## src/hw/sdivp_regs.vh

```
// Constants for the serial video path and its control port
// Assumes inclusion by bare name from the design files
`ifndef SDIVP_REGS_VH
`define SDIVP_REGS_VH

// ----------------------------------------------------------------------
// Control register addresses
// ----------------------------------------------------------------------
`define SDIVP_ADDR_EDH_FLAGS   8'h01
`define SDIVP_ADDR_ANC0        8'h02
`define SDIVP_ADDR_FORMAT0     8'h03
`define SDIVP_ADDR_FORMAT1     8'h04
`define SDIVP_ADDR_VIDEO_OPT   8'h05

// ----------------------------------------------------------------------
// Field positions
// ----------------------------------------------------------------------
`define SDIVP_DEPTH_MSB        2
`define SDIVP_FSET_MSB         4
`define SDIVP_STANDARD_DEF_RESTRICT_BIT      5
`define SDIVP_HIGH_DEF_RESTRICT_BIT      6
`define SDIVP_DITHER_BIT       0
`define SDIVP_VDITHER_BIT      1

// ----------------------------------------------------------------------
// Reset values and codes
// ----------------------------------------------------------------------
`define SDIVP_ANC0_RST         8'h00
`define SDIVP_FORMAT0_RST      8'h00
`define SDIVP_VIDEO_OPT_RST    8'h00
`define SDIVP_FMT_NONE         5'h00
`define SDIVP_FMT_SD           5'h01
`define SDIVP_FMT_HD           5'h02
`define SDIVP_TAG_ADDR         2'h0
`define SDIVP_TAG_WDATA        2'h3
`define SDIVP_TAG_RDATA        2'h2

// ----------------------------------------------------------------------
// Counts
// ----------------------------------------------------------------------
`define SDIVP_INIT_TOGGLES     2'h3
`define SDIVP_DELAY_MAX        3'h4
`define SDIVP_FIFO_DEPTH       16
`define SDIVP_SD_BITS          5'h0A
`define SDIVP_HD_BITS          5'h14

`endif

```

## src/hw/sdivp_top.v

```verilog
// Serial video path and control port of the transmitter front end
// Assumes all inputs synchronous to clock_i; port clock is sampled
`timescale 1ns/1ps
`default_nettype none
`include "sdivp_regs.vh"

module sdivp_top #(
  parameter FIFO_DEPTH = `SDIVP_FIFO_DEPTH,
  parameter FIFO_AW    = 4
) (
  input  wire        clock_i,
  input  wire        rst_n_i,
  input  wire [19:0] parallel_video_in_i,
  input  wire        video_valid_i,
  output wire        video_ready_o,
  input  wire        vertical_blank_i,
  input  wire [4:0]  edh_flags_i,
  input  wire        port_clock_i,
  input  wire        port_target_anc_i,
  input  wire        port_read_i,
  input  wire [9:0]  port_data_i,
  output reg  [9:0]  port_data_o,
  output reg         port_data_oe_o,
  output reg  [4:0]  format_status_o,
  output reg         serial_o
);

  // --------------------------------------------------------------------
  // Helpers
  // --------------------------------------------------------------------
  function [9:0] clip10;
    input [9:0] w;
    input [1:0] cnt;
    begin
      if (w >= 10'h3FC) begin
        clip10 = 10'h3FF;
      end else if ((cnt != 2'h0) && (w <= 10'h003)) begin
        clip10 = 10'h000;
      end else begin
        clip10 = w;
      end
    end
  endfunction

  function [1:0] trs_next;
    input [9:0] w;
    input [1:0] cnt;
    begin
      if (w >= 10'h3FC) begin
        trs_next = 2'h2;
      end else if (cnt != 2'h0) begin
        trs_next = cnt - 2'h1;
      end else begin
        trs_next = 2'h0;
      end
    end
  endfunction

  // --------------------------------------------------------------------
  // Control registers and port
  // --------------------------------------------------------------------
  localparam ST_IDLE  = 2'h0;
  localparam ST_WDATA = 2'h1;
  localparam ST_DRIVE = 2'h2;

  reg [7:0] anc0_q;
  reg [7:0] format0_q;
  reg [7:0] video_option_reg_q;
  reg [1:0] state_q;
  reg [7:0] addr_q;
  reg [1:0] init_cnt_q;
  reg       pclk_q;
  reg [7:0] rd_val;
  wire      prise;
  wire      ctrl_rise;

  assign prise     = port_clock_i & ~pclk_q;
  assign ctrl_rise = prise & ~port_target_anc_i;

  always @* begin
    case (addr_q)
      `SDIVP_ADDR_EDH_FLAGS: rd_val = {3'h0, edh_flags_i};
      `SDIVP_ADDR_ANC0:      rd_val = anc0_q;
      `SDIVP_ADDR_FORMAT0:   rd_val = format0_q;
      `SDIVP_ADDR_FORMAT1:   rd_val = {3'h0, format_status_o};
      `SDIVP_ADDR_VIDEO_OPT: rd_val = video_option_reg_q;
      default:               rd_val = 8'h00;
    endcase
  end

  always @(posedge clock_i or negedge rst_n_i) begin
    if (!rst_n_i) begin
      pclk_q             <= 1'b0;
      init_cnt_q         <= 2'h0;
      state_q            <= ST_IDLE;
      addr_q             <= 8'h00;
      anc0_q             <= `SDIVP_ANC0_RST;
      format0_q          <= `SDIVP_FORMAT0_RST;
      video_option_reg_q <= `SDIVP_VIDEO_OPT_RST;
      port_data_o        <= 10'h000;
      port_data_oe_o     <= 1'b0;
    end else begin
      pclk_q <= port_clock_i;
      if (prise && (init_cnt_q != `SDIVP_INIT_TOGGLES)) begin
        init_cnt_q <= init_cnt_q + 2'h1;
      end else if (ctrl_rise) begin
        case (state_q)
          ST_IDLE: begin
            if (port_data_i[9:8] == `SDIVP_TAG_ADDR) begin
              addr_q <= port_data_i[7:0];
              if (port_read_i) begin
                state_q        <= ST_DRIVE;
                port_data_o    <= {`SDIVP_TAG_RDATA, 8'h00};
                port_data_oe_o <= 1'b1;
              end else begin
                state_q <= ST_WDATA;
              end
            end
          end
          ST_WDATA: begin
            state_q <= ST_IDLE;
            if (port_data_i[9:8] == `SDIVP_TAG_WDATA) begin
              case (addr_q)
                `SDIVP_ADDR_ANC0:      anc0_q <= port_data_i[7:0];
                `SDIVP_ADDR_FORMAT0:   format0_q <= port_data_i[7:0];
                `SDIVP_ADDR_VIDEO_OPT: video_option_reg_q <= port_data_i[7:0];
                default:               anc0_q <= anc0_q;
              endcase
            end
          end
          ST_DRIVE: begin
            state_q        <= ST_IDLE;
            port_data_oe_o <= 1'b0;
          end
          default: begin
            state_q <= ST_IDLE;
          end
        endcase
      end
      if (state_q == ST_DRIVE && port_data_oe_o) begin
        port_data_o <= {`SDIVP_TAG_RDATA, rd_val};
      end
    end
  end

  // --------------------------------------------------------------------
  // Input buffer
  // --------------------------------------------------------------------
  wire [19:0] fifo_data;
  wire        fifo_valid;
  wire        fifo_ready;

  sdivp_fifo #(
    .WIDTH (20),
    .DEPTH (FIFO_DEPTH),
    .AW    (FIFO_AW)
  ) u_fifo (
    .clock_i     (clock_i),
    .rst_n_i     (rst_n_i),
    .in_data_i   (parallel_video_in_i),
    .in_valid_i  (video_valid_i),
    .in_ready_o  (video_ready_o),
    .out_data_o  (fifo_data),
    .out_valid_o (fifo_valid),
    .out_ready_i (fifo_ready)
  );

  // --------------------------------------------------------------------
  // Format selection
  // --------------------------------------------------------------------
  reg        det_hd_q;
  reg        hd_mode;
  reg  [4:0] fmt_code;
  wire [4:0] fset;

  assign fset = format0_q[`SDIVP_FSET_MSB:0];

  always @* begin
    if (fset != `SDIVP_FMT_NONE) begin
      hd_mode = (fset == `SDIVP_FMT_HD);
    end else if (format0_q[`SDIVP_STANDARD_DEF_RESTRICT_BIT]) begin
      hd_mode = 1'b0;
    end else if (format0_q[`SDIVP_HIGH_DEF_RESTRICT_BIT]) begin
      hd_mode = 1'b1;
    end else begin
      hd_mode = det_hd_q;
    end
    fmt_code = hd_mode ? `SDIVP_FMT_HD : `SDIVP_FMT_SD;
  end

  // --------------------------------------------------------------------
  // Delay, clipping and dithering
  // --------------------------------------------------------------------
  reg  [19:0] dly_q [0:3];
  reg  [19:0] dly_out;
  reg  [19:0] proc_w;
  reg  [1:0]  trs_lo_q;
  reg  [1:0]  trs_hi_q;
  reg  [7:0]  lfsr_q;
  reg  [2:0]  depth;
  reg  [4:0]  rem_q;
  reg  [19:0] sh_q;
  reg  [8:0]  scr_q;
  reg         dith_on;
  wire        take;
  wire [9:0]  luma_in;
  wire [9:0]  chroma_in;
  wire [9:0]  luma_c;
  wire [9:0]  chroma_c;
  wire        bit_nrz;
  wire        bit_scr;

  assign fifo_ready = (rem_q <= 5'h01);
  assign take       = fifo_ready & fifo_valid;

  always @* begin
    depth = anc0_q[`SDIVP_DEPTH_MSB:0];
    if (depth > `SDIVP_DELAY_MAX) begin
      depth = `SDIVP_DELAY_MAX;
    end
    if (depth == 3'h0) begin
      dly_out = fifo_data;
    end else begin
      dly_out = dly_q[depth[1:0] - 2'h1];
    end
  end

  assign luma_in   = hd_mode ? dly_out[19:10] : 10'h000;
  assign chroma_in = dly_out[9:0];
  assign luma_c    = clip10(luma_in, trs_hi_q);
  assign chroma_c  = clip10(chroma_in, trs_lo_q);

  always @* begin
    dith_on = video_option_reg_q[`SDIVP_DITHER_BIT] &
              (~vertical_blank_i | video_option_reg_q[`SDIVP_VDITHER_BIT]);
    proc_w = {luma_c, chroma_c};
    if (dith_on && (chroma_in < 10'h3FC) && (trs_lo_q == 2'h0)) begin
      proc_w[0] = chroma_c[0] ^ lfsr_q[0];
    end
    if (dith_on && hd_mode && (luma_in < 10'h3FC) && (trs_hi_q == 2'h0)) begin
      proc_w[10] = luma_c[0] ^ lfsr_q[1];
    end
  end

  // --------------------------------------------------------------------
  // Serializer, scrambler and NRZI
  // --------------------------------------------------------------------
  assign bit_nrz = (rem_q != 5'h00) ? sh_q[0] : 1'b0;
  assign bit_scr = bit_nrz ^ scr_q[8] ^ scr_q[3];

  always @(posedge clock_i or negedge rst_n_i) begin
    if (!rst_n_i) begin
      dly_q[0]        <= 20'h00000;
      dly_q[1]        <= 20'h00000;
      dly_q[2]        <= 20'h00000;
      dly_q[3]        <= 20'h00000;
      trs_lo_q        <= 2'h0;
      trs_hi_q        <= 2'h0;
      lfsr_q          <= 8'h01;
      det_hd_q        <= 1'b0;
      rem_q           <= 5'h00;
      sh_q            <= 20'h00000;
      scr_q           <= 9'h000;
      serial_o        <= 1'b0;
      format_status_o <= `SDIVP_FMT_NONE;
    end else begin
      format_status_o <= fmt_code;
      scr_q           <= {scr_q[7:0], bit_scr};
      serial_o        <= serial_o ^ bit_scr;
      if (rem_q > 5'h01) begin
        rem_q <= rem_q - 5'h01;
        sh_q  <= {1'b0, sh_q[19:1]};
      end else if (take) begin
        rem_q <= hd_mode ? `SDIVP_HD_BITS : `SDIVP_SD_BITS;
        sh_q  <= hd_mode ? proc_w : {10'h000, proc_w[9:0]};
      end else begin
        rem_q <= 5'h00;
      end
      if (take) begin
        dly_q[0] <= fifo_data;
        dly_q[1] <= dly_q[0];
        dly_q[2] <= dly_q[1];
        dly_q[3] <= dly_q[2];
        trs_lo_q <= trs_next(chroma_in, trs_lo_q);
        trs_hi_q <= trs_next(luma_in, trs_hi_q);
        lfsr_q   <= {lfsr_q[6:0], lfsr_q[7] ^ lfsr_q[5] ^ lfsr_q[4] ^ lfsr_q[3]};
        if (fifo_data[9:0] == 10'h3FF) begin
          det_hd_q <= (fifo_data[19:10] == 10'h3FF);
        end
      end
    end
  end

endmodule // sdivp_top

`default_nettype wire

```

## src/hw/sdivp_fifo.v

```verilog
// Word FIFO with registered read data, valid and ready on both sides
// Assumes one clock and an asynchronous active low reset
`timescale 1ns/1ps
`default_nettype none

module sdivp_fifo #(
  parameter WIDTH = 20,
  parameter DEPTH = 16,
  parameter AW    = 4
) (
  input  wire             clock_i,
  input  wire             rst_n_i,
  input  wire [WIDTH-1:0] in_data_i,
  input  wire             in_valid_i,
  output reg              in_ready_o,
  output reg  [WIDTH-1:0] out_data_o,
  output reg              out_valid_o,
  input  wire             out_ready_i
);

  reg [WIDTH-1:0] mem [0:DEPTH-1];
  reg [AW-1:0]    wp_q;
  reg [AW-1:0]    rp_q;
  reg [AW:0]      cnt_q;
  reg [AW:0]      cnt_d;
  wire            push;
  wire            load;

  assign push = in_valid_i & in_ready_o;
  assign load = (cnt_q != {(AW+1){1'b0}}) & (~out_valid_o | out_ready_i);

  always @* begin
    cnt_d = cnt_q;
    if (push & ~load) begin
      cnt_d = cnt_q + 1'b1;
    end else if (load & ~push) begin
      cnt_d = cnt_q - 1'b1;
    end
  end

  always @(posedge clock_i) begin
    if (push) begin
      mem[wp_q] <= in_data_i;
    end
  end

  always @(posedge clock_i or negedge rst_n_i) begin
    if (!rst_n_i) begin
      wp_q        <= {AW{1'b0}};
      rp_q        <= {AW{1'b0}};
      cnt_q       <= {(AW+1){1'b0}};
      in_ready_o  <= 1'b0;
      out_valid_o <= 1'b0;
      out_data_o  <= {WIDTH{1'b0}};
    end else begin
      cnt_q      <= cnt_d;
      in_ready_o <= (cnt_d != DEPTH[AW:0]);
      if (push) begin
        wp_q <= wp_q + 1'b1;
      end
      if (load) begin
        out_data_o  <= mem[rp_q];
        rp_q        <= rp_q + 1'b1;
        out_valid_o <= 1'b1;
      end else if (out_ready_i) begin
        out_valid_o <= 1'b0;
      end
    end
  end

endmodule // sdivp_fifo

`default_nettype wire

```

## config.mk

```make
export PLATFORM = sky130hd
export DESIGN_NAME = sdivp_top
export DESIGN_NICKNAME = d
export VERILOG_FILES = /design/src/hw/sdivp_top.v /design/src/hw/sdivp_fifo.v
export VERILOG_INCLUDE_DIRS = /design/src /design/src/hw
export SDC_FILE = /design/constraint.sdc
export NUM_CORES = 1
export LEC_CHECK = 0
export BUFFER_PORTS_ARGS = -buffer_cell sky130_fd_sc_hd__buf_4
export CAP_MARGIN = 10
export CORE_MARGIN = 2
export CORE_UTILIZATION = 62
export CTS_BUF_LIST = sky130_fd_sc_hd__clkbuf_4
export DETAILED_ROUTE_END_ITERATION = 10
export GPL_TIMING_DRIVEN = 0
export PLACE_DENSITY = 0.81
export SLEW_MARGIN = 5
export SYNTH_ARGS = -nofsm -noshare
export SYNTH_HDL_FRONTEND = slang
export SYNTH_SLANG_ARGS = --single-unit
```

## constraint.sdc

```tcl
create_clock -name clock_i -period 3.15 [get_ports clock_i]
set_input_delay 0.1575 -clock clock_i [delete_from_list [all_inputs] [get_ports clock_i]]
set_output_delay 0.1575 -clock clock_i [all_outputs]
set_load 0.005 [all_outputs]
```

==> results.py <==
metrics = {
    "timing": {
        "skew_ns": 0.0560,
        "min_period_ns": 3.06,
        "finalMaxSlewViolations": 0,
        "max_slew_margin_pct": 16.1,
        "worst_pin_slew_ns": 1.26,
        "max_freq_ghz": 0.327,
        "finalWorstSetupSlack_ns": 0.0878,
        "timing.final.crit_share_pct": 97.2,
        "hold_violations": 0,
        "final.setup.tns_ns": 0,
        "setup_viol": 0,
    },
    "cells_and_area": {
        "syn2layout_area_growth_pct": 17.1,
        "stdcell_count": 2110,
        "final_cell_mix": "edfxtp_1, dfrtp_1, clkbuf_4",
        "drive_gt1_share_pct": 33.6,
        "num-nets-final": 1610,
        "final_common_cell": "edfxtp_1",
        "stdcell_area_um2": 25500,
    },
    "worst_setup_path": {
        "path_class": "reg -> reg",
        "critPathSlowestCell": "dfrtp_2",
        "critical_path.startpoint": "anc0_q[2]$_DFFE_PN0P_",
        "worstPathArrival_ns": 3.75,
        "required_ns": 3.84,
        "startpoint_type": "flip-flop",
        "cp_cell_sequence": "buf_4 -> buf_4 -> nand2b_1 -> ha_4 -> buf_8 -> buf_8 -> a31oi_1 -> o221ai_2 -> o21ai_2 -> nor4_1 -> nand4b_1 -> o211a_1 -> o21ai_0",
        "endpoint_kind": "flip-flop",
        "reg2reg_from": "anc0_q[2]$_DFFE_PN0P_",
        "max_stage_delay_ns": 0.45,
        "critPathMaxFanout": 10,
    },
    "power": {
        "power_per_cell_area_nw_per_um2": 878,
        "total_power_uw": 22400,
        "p_leak_uw": 0.00970,
        "peakVddDrop_mv": 0.583,
    },
    "min_path": {
        "hold_start": "port_data_i[7]",
        "hp-class": "in -> reg",
    },
    "drt": {
        "drc_errors": 0,
        "num_vias": 12907,
        "routed_wl_mm": 49.2,
        "drt_first_pass_iters": 5,
        "avgViaCountPerCell": 6.12,
        "wl_per_cell_um": 23.3,
        "drtIter0Drc": 1110,
        "detail-route-antenna-nets": 0,
    },
    "floorplan": {
        "fp-row-count": 68,
        "io_pins": 60,
        "dieArea_um2": 36600,
        "coreArea_um2": 34500,
        "die_w_um": 191,
        "start_util_pct": 62.9,
        "die_height_um": 191,
    },
    "global_route": {
        "grt_overflow": 0,
        "grt_max_degree": 110,
        "grt_pass1_wl_mm": 75.4,
        "grt_pass1_vias": 13348,
        "antenna_found_initial": 1,
        "grtUsageTotal_pct": 28.0,
    },
    "yosys": {
        "postSynthCellCount": 1297,
        "synth.area.top_cells": "edfxtp_1, dfrtp_1, mux4_2, mux2_2, nand2_1",
        "synthMuxAreaShare_pct": 17.8,
        "async_reset_ff_share_pct": 39.8,
        "yosysWarnings": 0,
        "ys_seq_area_share_pct": 68.6,
        "synth_compound_area_share_pct": 4.16,
        "synth_top_family_by_area": "multiplexers",
        "avgSynthCellArea_um2": 16.8,
        "synth_edf_count": 320,
        "ys_seq_elements": 532,
        "synth_fa_ha_area_share_pct": 0.679,
        "syn-cell-area_um2": 21700,
        "synthXorXnorAreaFrac_pct": 0.806,
        "netlist-cell-type-count": 68,
        "synth_area_leader_cell": "edfxtp_1",
        "ys.flop_type": "edfxtp_1",
        "synthSimpleGateAreaFrac_pct": 6.28,
        "synth_top_area_share_pct": 44.2,
    },
    "cts": {
        "cts_tree": "built",
        "clock-sinks": 532,
        "numCtsBuffers": 133,
        "clk_pin_slew_ns": 0.06,
        "cts_max_path_buffers": 3,
        "root_buffer": "clkbuf_4",
        "h-tree-depth": 4,
        "insertion_delay_ns": 0.82,
    },
    "placement": {
        "dpl_cell_area_um2": 22900,
        "post-place-ws_ns": -0.429,
        "hpwlAfterDp_mm": 29.9,
        "numPortBuffers": 55,
        "place.gp.congestion": 0.834,
        "place_inst": 1819,
    },
    "run": {
        "cap_violations": 0,
    },
    "status": {
        "status": "finished clean",
    },
}
registers in the layout, summed over array words and instances (netlist names), 2 cells and up:
name / flops
video_option_reg_q: 8
u_fifo.out_data_o: 20
format_status_o: 2
trs_hi_q: 2
sh_q: 20
u_fifo.cnt_q: 5
trs_lo_q: 2
anc0_q: 8
port_data_o: 9
addr_q: 8
rem_q: 5
u_fifo.mem: 320
u_fifo.wp_q: 4
u_fifo.rp_q: 4
dly_q: 80
lfsr_q: 8
init_cnt_q: 2
state_q: 2
format0_q: 8
scr_q: 9
area by class of cell:
type,count,area [um2]
Sequential cell,532,14900
Fill cell,2041,9080
Multi-Input combinational cell,686,6600
Clock buffer,189,1420
Timing Repair Buffer,122,1220
Tap cell,455,569
Buffer,68,344
Clock inverter,42,338
Inverter,14,52.6
Antenna cell,2,5.00
synth_stat cells, drive strengths merged, types with 4 or more instances:
cell / number
o21a: 9
edfxtp: 320
nor3b: 7
a31oi: 12
o221ai: 8
nand3: 7
a221oi: 5
o211ai: 6
nor3: 10
nand4bb: 6
ha: 11
mux2: 107
inv: 14
clkbuf: 39
buf: 29
o22ai: 4
nand2: 150
mux2i: 19
and2: 13
dfrtp: 211
nor4: 4
and3: 7
xnor2: 14
a21oi: 17
xor2: 6
nand2b: 9
mux4: 109
nand4: 5
a22o: 8
nor2: 44
a211o: 4
o21ai: 41
critical path, delay by kind of cell, from the launching register on:
kind	cells	cell delay [ns]
simple gates	3	0.58
fa+ha+maj	1	0.33
compound gates	5	0.92
buf+inv	4	0.70
flops	1	0.45
layer usage:
| metal | vias to the layer above | track usage (%) | part of all wire (%) |
|---|---|---|---|
| li1 | 5611 | - | - |
| met2 | 599 | 46.4 | 51 |
| met1 | 6584 | 36.1 | 39 |
| met3 | 113 | 6.26 | 6.8 |
| met5 | - | 0 | 0 |
| met4 | 0 | 11.4 | 3.1 |
kinds of logic after synthesis:
family,after synthesis
flip-flops,532
AND/OR/NAND/NOR,282
multiplexers,235
AO/OA/AOI/OAI,133
buffers and inverters,82
XOR/XNOR,20
adder cells (fa/ha/maj),12
other,1
worst paths after layout:
path	endpoint	slack [ns]	cells after the start
worst max-delay path	sh_q[1]$_DFFE_PN0P_	0.09	13
worst min-delay path	anc0_q[7]$_DFFE_PN0P_	0.17	3
worst max register to register	sh_q[1]$_DFFE_PN0P_	0.09	13
worst min register to register	scr_q[2]$_DFF_PN0_	0.35	0
max in group asynchronous	dly_q[74]$_DFFE_PN0P_	1.72	4
min in group asynchronous	scr_q[3]$_DFF_PN0_	0.44	3
metrics by stage:
| stage | util [%] | hold slack, ns |
|---|---|---|
| floorplan | - | -0.138 |
| global placement | 65.8 | 0.280 |
| detailed placement | 66.4 | 0.252 |
| CTS | 73.3 | 0.111 |
| global route | 73.7 | 0.114 |
| finish | 73.7 | 0.174 |
power breakdown:
part           switching [uW]  internal, uW
clock                    2720          3260
sequential                981          8930
combinational            3310          3170
what timing repair did:
item | in CTS | in global routing
setup endpoints to repair | 10 | 5
setup buffers | 8 | 2
resized for setup | 30 | 8
hold buffers | 44 | 0
pin swaps | 5 | 2
cloned | 0 | 0
endpoints found under the hold margin | 479 | 0
Power figures use the tool's default switching activity.
